==> src/rtl/csic_consts.vh <==
`ifndef CSIC_CONSTS_VH
`define CSIC_CONSTS_VH

// ----------------------------------------
// register index
// ----------------------------------------
`define CSIC_IDX_CTRL 8'h03
`define CSIC_IDX_STAT 8'h04

// ----------------------------------------
// reset values
// ----------------------------------------
`define CSIC_CTRL_RST 8'h00
`define CSIC_STAT_RST 4'h0

// ----------------------------------------
// control field positions
// ----------------------------------------
`define CSIC_RING_EN_BIT 7
`define CSIC_RST_REL_BIT 6
`define CSIC_KIND_BIT 5
`define CSIC_PCI_ROUTE_BIT 4
`define CSIC_SEL_MSB 3
`define CSIC_SEL_LSB 0

// ----------------------------------------
// status field positions
// ----------------------------------------
`define CSIC_DET_BIT 3
`define CSIC_RDY_BIT 2
`define CSIC_LOW_BIT 1
`define CSIC_DEAD_BIT 0

// ----------------------------------------
// line select codes
// ----------------------------------------
`define CSIC_SEL_NONE 4'h0
`define CSIC_SEL_SMI 4'h2
`define CSIC_SMI_MASK 16'h0004

// ----------------------------------------
// battery pair codes, {detect2, detect1}
// ----------------------------------------
`define CSIC_BAT_DEAD0 2'h0
`define CSIC_BAT_DEAD1 2'h1
`define CSIC_BAT_LOW 2'h2

`endif

==> src/rtl/csic_top.v <==
`timescale 1ns/100ps
`include "csic_consts.vh"

module csic_top (
	input wire clk,
	input wire rstn,
	input wire [7:0] reg_addr,
	input wire reg_wr,
	input wire reg_rd,
	input wire [7:0] reg_wdata,
	output reg [7:0] reg_rdata,
	output reg reg_rvalid,
	input wire [3:0] source_enable,
	input wire [3:0] status_irq_line_select,
	input wire clear_by_write,
	input wire detect_pin_one_n,
	input wire detect_pin_two_n,
	input wire ready_pin,
	input wire battery_detect1_ring_pin,
	input wire battery_detect2_pin,
	input wire card_irq_n,
	output reg card_reset,
	output reg status_pci_irq,
	output reg [15:0] status_legacy_irq,
	output reg [15:0] io_card_irq,
	output reg system_mgmt_interrupt
);

	// ----------------------------------------
	// line decode
	// ----------------------------------------
	// code 2 is the SYSTEM_MGMT_INTERRUPT slot; the numbered vector never carries it
	function [15:0] line_decode;
		input [3:0] sel;
		input active;
		begin
			line_decode = 16'h0000;
			if (active && sel != `CSIC_SEL_NONE) begin
				line_decode[sel] = 1'b1;
			end
		end
	endfunction

	// pair is {detect2, detect1}; both dead codes count as dead
	function bat_dead;
		input [1:0] pair;
		begin
			bat_dead = (pair == `CSIC_BAT_DEAD0) || (pair == `CSIC_BAT_DEAD1);
		end
	endfunction

	function bat_low;
		input [1:0] pair;
		begin
			bat_low = (pair == `CSIC_BAT_LOW);
		end
	endfunction

	// ----------------------------------------
	// pin synchronisers
	// ----------------------------------------
	// order: det1, det2, ready, bvd1, bvd2, card irq
	// flops reset high, the idle level of every pin, so an empty socket gives no edge
	wire [5:0] pin_raw;
	reg [5:0] pin_meta_reg;
	reg [5:0] pin_sync_reg;
	reg [5:0] pin_prev_reg;

	assign pin_raw = {card_irq_n, battery_detect2_pin, battery_detect1_ring_pin,
		ready_pin, detect_pin_two_n, detect_pin_one_n};

	genvar gi;
	generate
		for (gi = 0; gi < 6; gi = gi + 1) begin : g_sync
			always @(posedge clk or negedge rstn) begin
				if (!rstn) begin
					pin_meta_reg[gi] <= 1'b1;
					pin_sync_reg[gi] <= 1'b1;
					pin_prev_reg[gi] <= 1'b1;
				end else begin
					pin_meta_reg[gi] <= pin_raw[gi];
					pin_sync_reg[gi] <= pin_meta_reg[gi];
					pin_prev_reg[gi] <= pin_sync_reg[gi];
				end
			end
		end
	endgenerate

	// ----------------------------------------
	// registers
	// ----------------------------------------
	reg [7:0] ctrl_reg;
	reg [7:0] ctrl_next;
	reg [3:0] flag_reg;
	reg [3:0] flag_next;

	wire ring_en;
	wire io_kind;
	wire [3:0] io_sel;
	// ring use of shared pin
	// for an I/O card, ring use steers status bit 0 and masks the status-change edge
	assign ring_en = ctrl_reg[`CSIC_RING_EN_BIT];
	assign io_kind = ctrl_reg[`CSIC_KIND_BIT];
	assign io_sel = ctrl_reg[`CSIC_SEL_MSB:`CSIC_SEL_LSB];

	// ----------------------------------------
	// source conditions
	// ----------------------------------------
	wire [1:0] bvd_now;
	wire [1:0] bvd_old;
	wire dead_now;
	wire dead_old;
	wire low_now;
	wire low_old;
	wire det_change;
	wire ready_rise;
	wire status_change_pin_assert;
	wire ring_active;

	assign bvd_now = {pin_sync_reg[4], pin_sync_reg[3]};
	assign bvd_old = {pin_prev_reg[4], pin_prev_reg[3]};
	assign dead_now = bat_dead(bvd_now);
	assign dead_old = bat_dead(bvd_old);
	assign low_now = bat_low(bvd_now);
	assign low_old = bat_low(bvd_old);
	assign det_change = (pin_sync_reg[0] ^ pin_prev_reg[0]) |
		(pin_sync_reg[1] ^ pin_prev_reg[1]);
	assign ready_rise = pin_sync_reg[2] & ~pin_prev_reg[2];
	// status change and ring are active low on the shared pin
	assign status_change_pin_assert = ~pin_sync_reg[3] & pin_prev_reg[3];
	assign ring_active = ~pin_sync_reg[3];

	// ----------------------------------------
	// flag update
	// ----------------------------------------
	reg [3:0] flag_set;
	reg [3:0] flag_clr;
	wire [3:0] flag_view;
	wire stat_hit;
	wire ctrl_hit;

	assign stat_hit = (reg_addr == `CSIC_IDX_STAT);
	assign ctrl_hit = (reg_addr == `CSIC_IDX_CTRL);

	always @* begin
		flag_set = 4'h0;
		flag_set[`CSIC_DET_BIT] = source_enable[`CSIC_DET_BIT] & det_change;
		flag_set[`CSIC_RDY_BIT] = source_enable[`CSIC_RDY_BIT] & ~io_kind & ready_rise;
		flag_set[`CSIC_LOW_BIT] = source_enable[`CSIC_LOW_BIT] & ~io_kind &
			low_now & ~low_old;
		if (io_kind) begin
			flag_set[`CSIC_DEAD_BIT] = source_enable[`CSIC_DEAD_BIT] & ~ring_en &
				status_change_pin_assert;
		end else begin
			flag_set[`CSIC_DEAD_BIT] = source_enable[`CSIC_DEAD_BIT] & dead_now & ~dead_old;
		end
		flag_clr = 4'h0;
		// clear by read or by write of one
		if (stat_hit && clear_by_write && reg_wr) begin
			flag_clr = reg_wdata[3:0];
		end else if (stat_hit && !clear_by_write && reg_rd) begin
			flag_clr = flag_view;
		end
		// a clear in the cycle of a new event must not lose that event
		// hold until cleared; set beats clear
		flag_next = (flag_reg & ~flag_clr) | flag_set;
	end

	// disabling an enable hides its flag but does not erase it
	// disabled source reads zero
	assign flag_view[`CSIC_DET_BIT] = flag_reg[`CSIC_DET_BIT] & source_enable[`CSIC_DET_BIT];
	assign flag_view[`CSIC_RDY_BIT] = flag_reg[`CSIC_RDY_BIT] &
		source_enable[`CSIC_RDY_BIT] & ~io_kind;
	assign flag_view[`CSIC_LOW_BIT] = flag_reg[`CSIC_LOW_BIT] &
		source_enable[`CSIC_LOW_BIT] & ~io_kind;
	assign flag_view[`CSIC_DEAD_BIT] = source_enable[`CSIC_DEAD_BIT] &
		((io_kind & ring_en) ? ring_active : flag_reg[`CSIC_DEAD_BIT]);

	// ----------------------------------------
	// control write
	// ----------------------------------------
	always @* begin
		ctrl_next = ctrl_reg;
		if (reg_wr && ctrl_hit) begin
			ctrl_next = reg_wdata;
		end
	end

	always @(posedge clk or negedge rstn) begin
		if (!rstn) begin
			ctrl_reg <= `CSIC_CTRL_RST;
			flag_reg <= `CSIC_STAT_RST;
		end else begin
			ctrl_reg <= ctrl_next;
			flag_reg <= flag_next;
		end
	end

	// ----------------------------------------
	// read port
	// ----------------------------------------
	reg [7:0] rdata_next;

	always @* begin
		rdata_next = 8'h00;
		if (ctrl_hit) begin
			rdata_next = ctrl_reg;
		end else if (stat_hit) begin
			rdata_next = {4'h0, flag_view};
		end
	end

	always @(posedge clk or negedge rstn) begin
		if (!rstn) begin
			reg_rdata <= 8'h00;
			reg_rvalid <= 1'b0;
		end else begin
			// data holds between reads; rvalid marks the fresh byte
			reg_rvalid <= reg_rd;
			if (reg_rd) begin
				reg_rdata <= rdata_next;
			end
		end
	end

	// ----------------------------------------
	// interrupt routing
	// ----------------------------------------
	wire status_pending;
	wire to_pci;
	wire io_req;
	wire [15:0] status_vec;
	wire [15:0] io_vec;

	assign status_pending = |flag_view;
	// select zero also routes to pci
	// code zero keeps older drivers, which never set the route bit, working
	assign to_pci = ctrl_reg[`CSIC_PCI_ROUTE_BIT] | (io_sel == `CSIC_SEL_NONE);
	assign status_vec = line_decode(status_irq_line_select, status_pending & ~to_pci);
	// functional interrupt only for I/O card
	// I/O interrupt line select
	// level request, not latched: the card holds it until serviced
	assign io_req = io_kind & ~pin_sync_reg[5];
	assign io_vec = line_decode(io_sel, io_req);

	always @(posedge clk or negedge rstn) begin
		if (!rstn) begin
			card_reset <= 1'b1;
			status_pci_irq <= 1'b0;
			status_legacy_irq <= 16'h0000;
			io_card_irq <= 16'h0000;
			system_mgmt_interrupt <= 1'b0;
		end else begin
			// reset held until bit set
			// next value, so the pin follows the write edge with no extra cycle
			card_reset <= ~ctrl_next[`CSIC_RST_REL_BIT];
			status_pci_irq <= status_pending & to_pci;
			// the SYSTEM_MGMT_INTERRUPT slot of the vectors is never driven; it has its own pin
			status_legacy_irq <= status_vec & ~`CSIC_SMI_MASK;
			io_card_irq <= io_vec & ~`CSIC_SMI_MASK;
			system_mgmt_interrupt <= status_vec[`CSIC_SEL_SMI] | io_vec[`CSIC_SEL_SMI];
		end
	end

endmodule // csic_top

==> config.mk <==
export PLATFORM = sky130hd
export DESIGN_NAME = csic_top
export DESIGN_NICKNAME = d
export VERILOG_FILES = /design/src/rtl/csic_top.v
export VERILOG_INCLUDE_DIRS = /design/src /design/src/rtl
export SDC_FILE = /design/constraint.sdc
export NUM_CORES = 1
export LEC_CHECK = 0
export ABC_CLOCK_PERIOD_IN_PS = 5400
export BUFFER_PORTS_ARGS = -buffer_cell sky130_fd_sc_hd__buf_4
export CORE_UTILIZATION = 54
export CTS_CLUSTER_SIZE = 10
export DETAILED_ROUTE_END_ITERATION = 10
export PLACE_DENSITY_LB_ADDON = 0.12
export SKIP_CTS_REPAIR_TIMING = 1
export SYNTH_ARGS = -nofsm -noshare
export SYNTH_HDL_FRONTEND = slang
export SYNTH_SLANG_ARGS = --single-unit
==> constraint.sdc <==
create_clock -name clk -period 5.4 [get_ports clk]
set_clock_uncertainty 0.15 [all_clocks]
set_input_delay 1.62 -clock clk [delete_from_list [all_inputs] [get_ports clk]]
set_output_delay 1.62 -clock clk [all_outputs]
set_load 0.02 [all_outputs]
== After elaboration in Yosys (flattened, before gate mapping) ==
Index checks and enable logic that the tools add are counted.

* Bits in registers: 71
* Logic and storage cells: 107
* Output and inout port bits: 44

* Equal/unequal tests: 6
* Multiplexer cells: 13
* $lt $le $gt $ge: 4
* Reduce and logical (&&, ||, !) cells: 18
* Bitwise logic cells: 39

{| class="wikitable"
|+ Operators with widths
! operator !! count
|-
| $mux 16 || 2
|-
| $and 1x1->1 || 22
|-
| $mux 4 || 3
|-
| $lt 4x5->1 const B || 2
|-
| $logic_and 1x1->1 || 9
|-
| $not 1->1 || 9
|-
| $demux 1 s4 || 2
|-
| $eq 8x2->1 const B || 1
|-
| $eq 8x3->1 const B || 1
|-
| $ge 4x1->1 const B || 2
|-
| $mux 8 || 1
|-
| $reduce_bool 4->1 || 2
|-
| $mux 7 || 1
|-
| $and 4x4->4 || 1
|-
| $eq 2x1->1 const B || 2
|-
| $eq 2x2->1 const B || 2
|-
| $logic_not 2->1 || 2
|-
| $logic_not 4->1 || 1
|-
| $mux 1 || 4
|-
| $not 4->4 || 1
|-
| $or 4x4->4 || 1
|-
| $reduce_or 4->1 || 1
|-
| $or 1x1->1 || 3
|-
| $logic_or 1x1->1 || 2
|-
| other kinds (2) || 3
|}

== Depth between registers and ports, before layout ==
* Word-level depth: 8
* Mapped depth: 5

== Worst setup path before layout ==
Ideal clock, no wire load.

* Path kind: input to register
* From: input port reg_addr[5]
* To: register flag_reg[0]
* Required time: 5.124 ns
* Setup time: 0.126 ns
* Cell stages on the path: 3
* Path slack: 2.088 ns
* Buffers on the path: 0
* Arrival time: 3.036 ns
* Cell sequence: or4_4 -> or4_4 -> a221o_1

* Cells in the longest elaborated chain, start to end: 8

{| class="wikitable"
|+ RTL lines
! element !! line !! RTL
|-
| start: declaration || csic_top.v:7 || <nowiki>input wire [7:0] reg_addr,</nowiki>
|-
| $eq 8x3->1 (no line) (*) || n/a ||
|-
| $logic_and 1x1->1 (2 in series) || csic_top.v:161 || <nowiki>end else if (stat_hit && !clear_by_write && reg_rd) begin</nowiki>
|-
| $mux 4 || csic_top.v:161 ||
|-
| $mux 4 (*) || csic_top.v:159 || <nowiki>if (stat_hit && clear_by_write && reg_wr) begin</nowiki>
|-
| $not 4->4 (*) || csic_top.v:166 || <nowiki>flag_next = (flag_reg & ~flag_clr) | flag_set;</nowiki>
|-
| $and 4x4->4 (*) || csic_top.v:166 ||
|-
| $or 4x4->4 (*) || csic_top.v:166 ||
|-
| net flag_next[0] || csic_top.v:95 || <nowiki>reg [3:0] flag_next;</nowiki>
|-
| end signal: assignment || csic_top.v:192 || <nowiki>flag_reg <= `CSIC_STAT_RST;</nowiki>
|-
| end signal: assignment || csic_top.v:195 || <nowiki>flag_reg <= flag_next;</nowiki>
|-
| end: declaration || csic_top.v:94 || <nowiki>reg [3:0] flag_reg;</nowiki>
|}

The timed path passes the listed nets; every way through them passes the cells marked *.
A chain may end at the register's enable or synchronous reset.

== Final worst setup path ==
Ends and elaborated chain as after synthesis.

==> impl_summary.md <==
Run status
The flow ran to the end, and the final reports show no timing, DRC or antenna violations.

Power
The part of the power in combinational logic is 0.072. The cell-internal power is just over 0.0009 W. The sequential share of power is 0.490.

The analysis attributes to cell leakage a power of 1.67 nW. For this design the total switching power over the nets is about 0.00024 W. The ratio of total power to cell area is 331 mW/mm^2. Of the total power, the clock network draws 0.438.

Of the total power, the share spent switching nets is 0.208. The highest ir drop seen on vdd is ~0.24 mV.

Floorplan
The area of the die is 0.00510 sq mm. The placeable core region is 0.00450 sq mm. between 70 and 80 I/O pins were placed. The floorplan has 24 rows. The floorplan step set the die height to a little over 70 um. The overall die width is between 70 and 80 um. The initial core utilization is 0.578.

Logic synthesis
In the post-synthesis netlist, the biggest area contributors are sky130_fd_sc_hd__dfrtp_1, sky130_fd_sc_hd__dfstp_2, sky130_fd_sc_hd__mux2_2. The predominant post-synthesis flop cell is sky130_fd_sc_hd__dfrtp_1. The instance count of the mapped netlist is around 200. Counting flops and latches in the post-synthesis netlist gives 71.

The library cell occupying the most area in the post-synthesis netlist is sky130_fd_sc_hd__dfrtp_1. The netlist uses 39 different library cells. The share of async-settable or async-resettable flops after synthesis is 1.00. The proportion of netlist area held by the largest area contributor is 0.509.

In this run the mean area of a mapped cell was about 13 sq um. The share of synthesized area occupied by flip-flops and latches is 0.691. Yosys printed 0 warnings.

The synthesized netlist occupies a cell area of 0.00260 sq mm. The count of flip-flops with a built-in enable after synthesis is 0.

Setup path
For the worst setup path, the data arrival time is between 3 and 4 ns. The top fanout value on the critical path is 6. The critical path capture point type is a register. The critical path class is in2reg. STA classifies the critical path startpoint as an input port. At the worst endpoint, the required time is ~5.5 ns.

Final layout
The number of antenna diodes in the final layout is 0. After the last flow step, the layout net total stands at roughly 320. The final instance area is between 0.003 and 0.004 sq mm. In the final layout, the multi-input gates occupy around 770 sq um. The fill cell instance count of the final layout is 314.

Across the whole layout, storage elements account for ~0.0018 sq mm. In the final layout, the share of cells above drive strength 1 is 0.427. The area growth from synthesis to layout is 32.7%. In the final layout, the registers with the most flip-flops are io_card_irq: 15 flops, status_legacy_irq: 15 flops.

Clock network
In this run the deepest clock path goes through 2 buffers. The clock latency on the worst-skew pair is about 0.34 ns. The clock buffer count from CTS is 9. The clock transition time at the flip-flop clock pins of the worst setup and hold paths is 0.07 ns. CTS placed an instance of sky130_fd_sc_hd__clkbuf_8 at the clock tree root. The clock tree synthesis step divided the H-tree into 3 levels. The clock tree from TritonCTS is built. The sink count of the clock tree is 71.

Place
Routability-driven placement finished with a final weighted congestion of approximately 0.85. The quantity of I/O buffers inserted on ports is between 70 and 80. The post-DP HPWL is between 3000 and 4000 um. The cell area after placement is ~0.0032 sq mm.

GRT
Summed over all layers, the global routing overflow is 0. The initial antenna violation count was 0. The wire length of the first global-routing pass is around 8300 um. The number of global-route vias before repair is between 1500 and 2000. The maximum number of pins on one net before global-route repair is around 70.

In the global route stage, overall resource usage came out at 0.219.

Job
Across the run, the number of max-cap violations was 0.

STA
The fraction of the cycle the final worst path needs is 0.583. The actual transition at the worst max-transition pin is 0.830 ns. Setup repair after global routing left no endpoint under its margin. In this run the tightest slew margin relative to its limit is 0.447.

The setup TNS is 0 ns. Setup violations remaining at the end of the flow were counted as 0. The routed design could run at a clock period as short as 3.15 ns. The number of endpoints with negative hold slack in the final report is 0.

The highest clock rate is around 0.32 GHz. The count of final max-slew check failures is 0.

Route
The via density per instance is 5.50. Dividing the detail-routed wire length by the instance count gives roughly 15 um. The first-pass detailed-route iteration total is 4. The detail route stage leaves a number of antenna-violating nets equal to 0. The first routing iteration left between 70 and 80 violations. The routed design has approximately 5100 um of wire. The DRC violation count after routing is 0.

The routed layout has 1858 vias.

Worst hold path
The min-delay analysis places its worst path in the category reg2reg.
path summary, 6_finish.rpt:
| kind | end | from | cells after the start | slack (ns) |
|---|---|---|---|---|
| setup reg to reg | system_mgmt_interrupt | ctrl_reg[5] | 4 | 3.44 |
| hold / removal | pin_sync_reg[1] | pin_meta_reg[1] | 0 | 0.21 |
| max in group asynchronous | ctrl_reg[6] | rstn | 1 | 3.33 |
| hold reg to reg | pin_sync_reg[1] | pin_meta_reg[1] | 0 | 0.21 |
| min in group asynchronous | io_card_irq[9] | rstn | 1 | 1.23 |
| setup / recovery | flag_reg[0] | reg_addr[5] | 4 | 2.25 |
placed cells by master (no fill, tap or decap), types with 2 or more instances in the layout:
cell and count:
sky130_fd_sc_hd__nor4_1 10, sky130_fd_sc_hd__a221o_1 2, sky130_fd_sc_hd__nand2_1 12, sky130_fd_sc_hd__nor3_1 5, sky130_fd_sc_hd__nand3_1 8, sky130_fd_sc_hd__clkbuf_8 10
sky130_fd_sc_hd__mux2_2 8, sky130_fd_sc_hd__or4_4 2, sky130_fd_sc_hd__inv_1 2, sky130_fd_sc_hd__conb_1 4, sky130_fd_sc_hd__or2_2 2, sky130_fd_sc_hd__a21oi_1 2
sky130_fd_sc_hd__a21o_1 3, sky130_fd_sc_hd__a32oi_1 3, sky130_fd_sc_hd__o21ai_0 4, sky130_fd_sc_hd__dfstp_2 18, sky130_fd_sc_hd__xor2_1 2, sky130_fd_sc_hd__nor2b_1 5
sky130_fd_sc_hd__nand2b_1 6, sky130_fd_sc_hd__o2bb2ai_1 2, sky130_fd_sc_hd__clkbuf_1 3, sky130_fd_sc_hd__buf_4 76, sky130_fd_sc_hd__bufinv_16 3, sky130_fd_sc_hd__dfrtp_1 53
sky130_fd_sc_hd__nand3b_1 3, sky130_fd_sc_hd__a22o_1 5, sky130_fd_sc_hd__nor2_1 20
final cells by class:
class,count,area share
Tap cell,52,0.0188
Timing Repair Buffer,76,0.165
Clock buffer,13,0.0431
Clock inverter,3,0.0261
Sequential cell,71,0.521
Multi-Input combinational cell,121,0.224
Inverter,2,0.00217
synth_stat cells, drive strengths merged, types with 4 or more instances:
| cell type | instances |
|---|---|
| dfrtp | 53 |
| nor2 | 20 |
| dfstp | 18 |
| nand2 | 13 |
| nor4 | 11 |
| mux2 | 8 |
| nand3 | 8 |
| nand2b | 6 |
| a22o | 5 |
| nor2b | 5 |
| nor3 | 5 |
| o21ai | 5 |
| clkbuf | 4 |
logic make-up after synthesis:
family,Yosys count,synth area share
XOR/XNOR,2,0.00673
multiplexers,9,0.0384
AND/OR/NAND/NOR,80,0.170
flip-flops,71,0.691
other,1,0.00144
buffers and inverters,9,0.0163
AO/OA/AOI/OAI,26,0.0759
layer usage:
layer | vias up | wire length, um | global-route usage
li1 | 864 | - | -
met2 | 63 | 2640 | 0.386
met5 | - | 0 | 0
met1 | 922 | 2050 | 0.255
met4 | 0 | 95 | 0.107
met3 | 9 | 272 | 0.0450
power groups by stage:
stage / clock network, W / logic [W] / registers, W
final: 0.000501 / 0.0000820 / 0.000561
after global routing: 0.000529 / 0.0000895 / 0.000562
after CTS: 0.000506 / 0.0000825 / 0.000561
after detailed placement: 0 / 0.0000808 / 0.000570
after global placement: 0 / 0.0000798 / 0.000570
after floorplan: 0 / 0.0000324 / 0.000572
per-stage QoR:
stage,worst slack (ns),hold slack (ns),util,power [W],instances
after floorplan,2.09,0.195,-,0.000604,201
after global placement,1.93,0.196,0.714,0.000650,322
after detailed placement,1.92,0.198,0.714,0.000651,322
after CTS,2.28,0.209,0.767,0.00115,338
after global routing,2.26,0.215,0.767,0.00118,338
final,2.25,0.207,0.767,0.00114,338
critical path, cell delays in order:
cell and delay [ns]:
sky130_fd_sc_hd__buf_4 0.11, sky130_fd_sc_hd__or4_4 0.56, sky130_fd_sc_hd__or4_4 0.55, sky130_fd_sc_hd__a221o_1 0.37
Note: power is estimated with default switching activity, not from simulation.
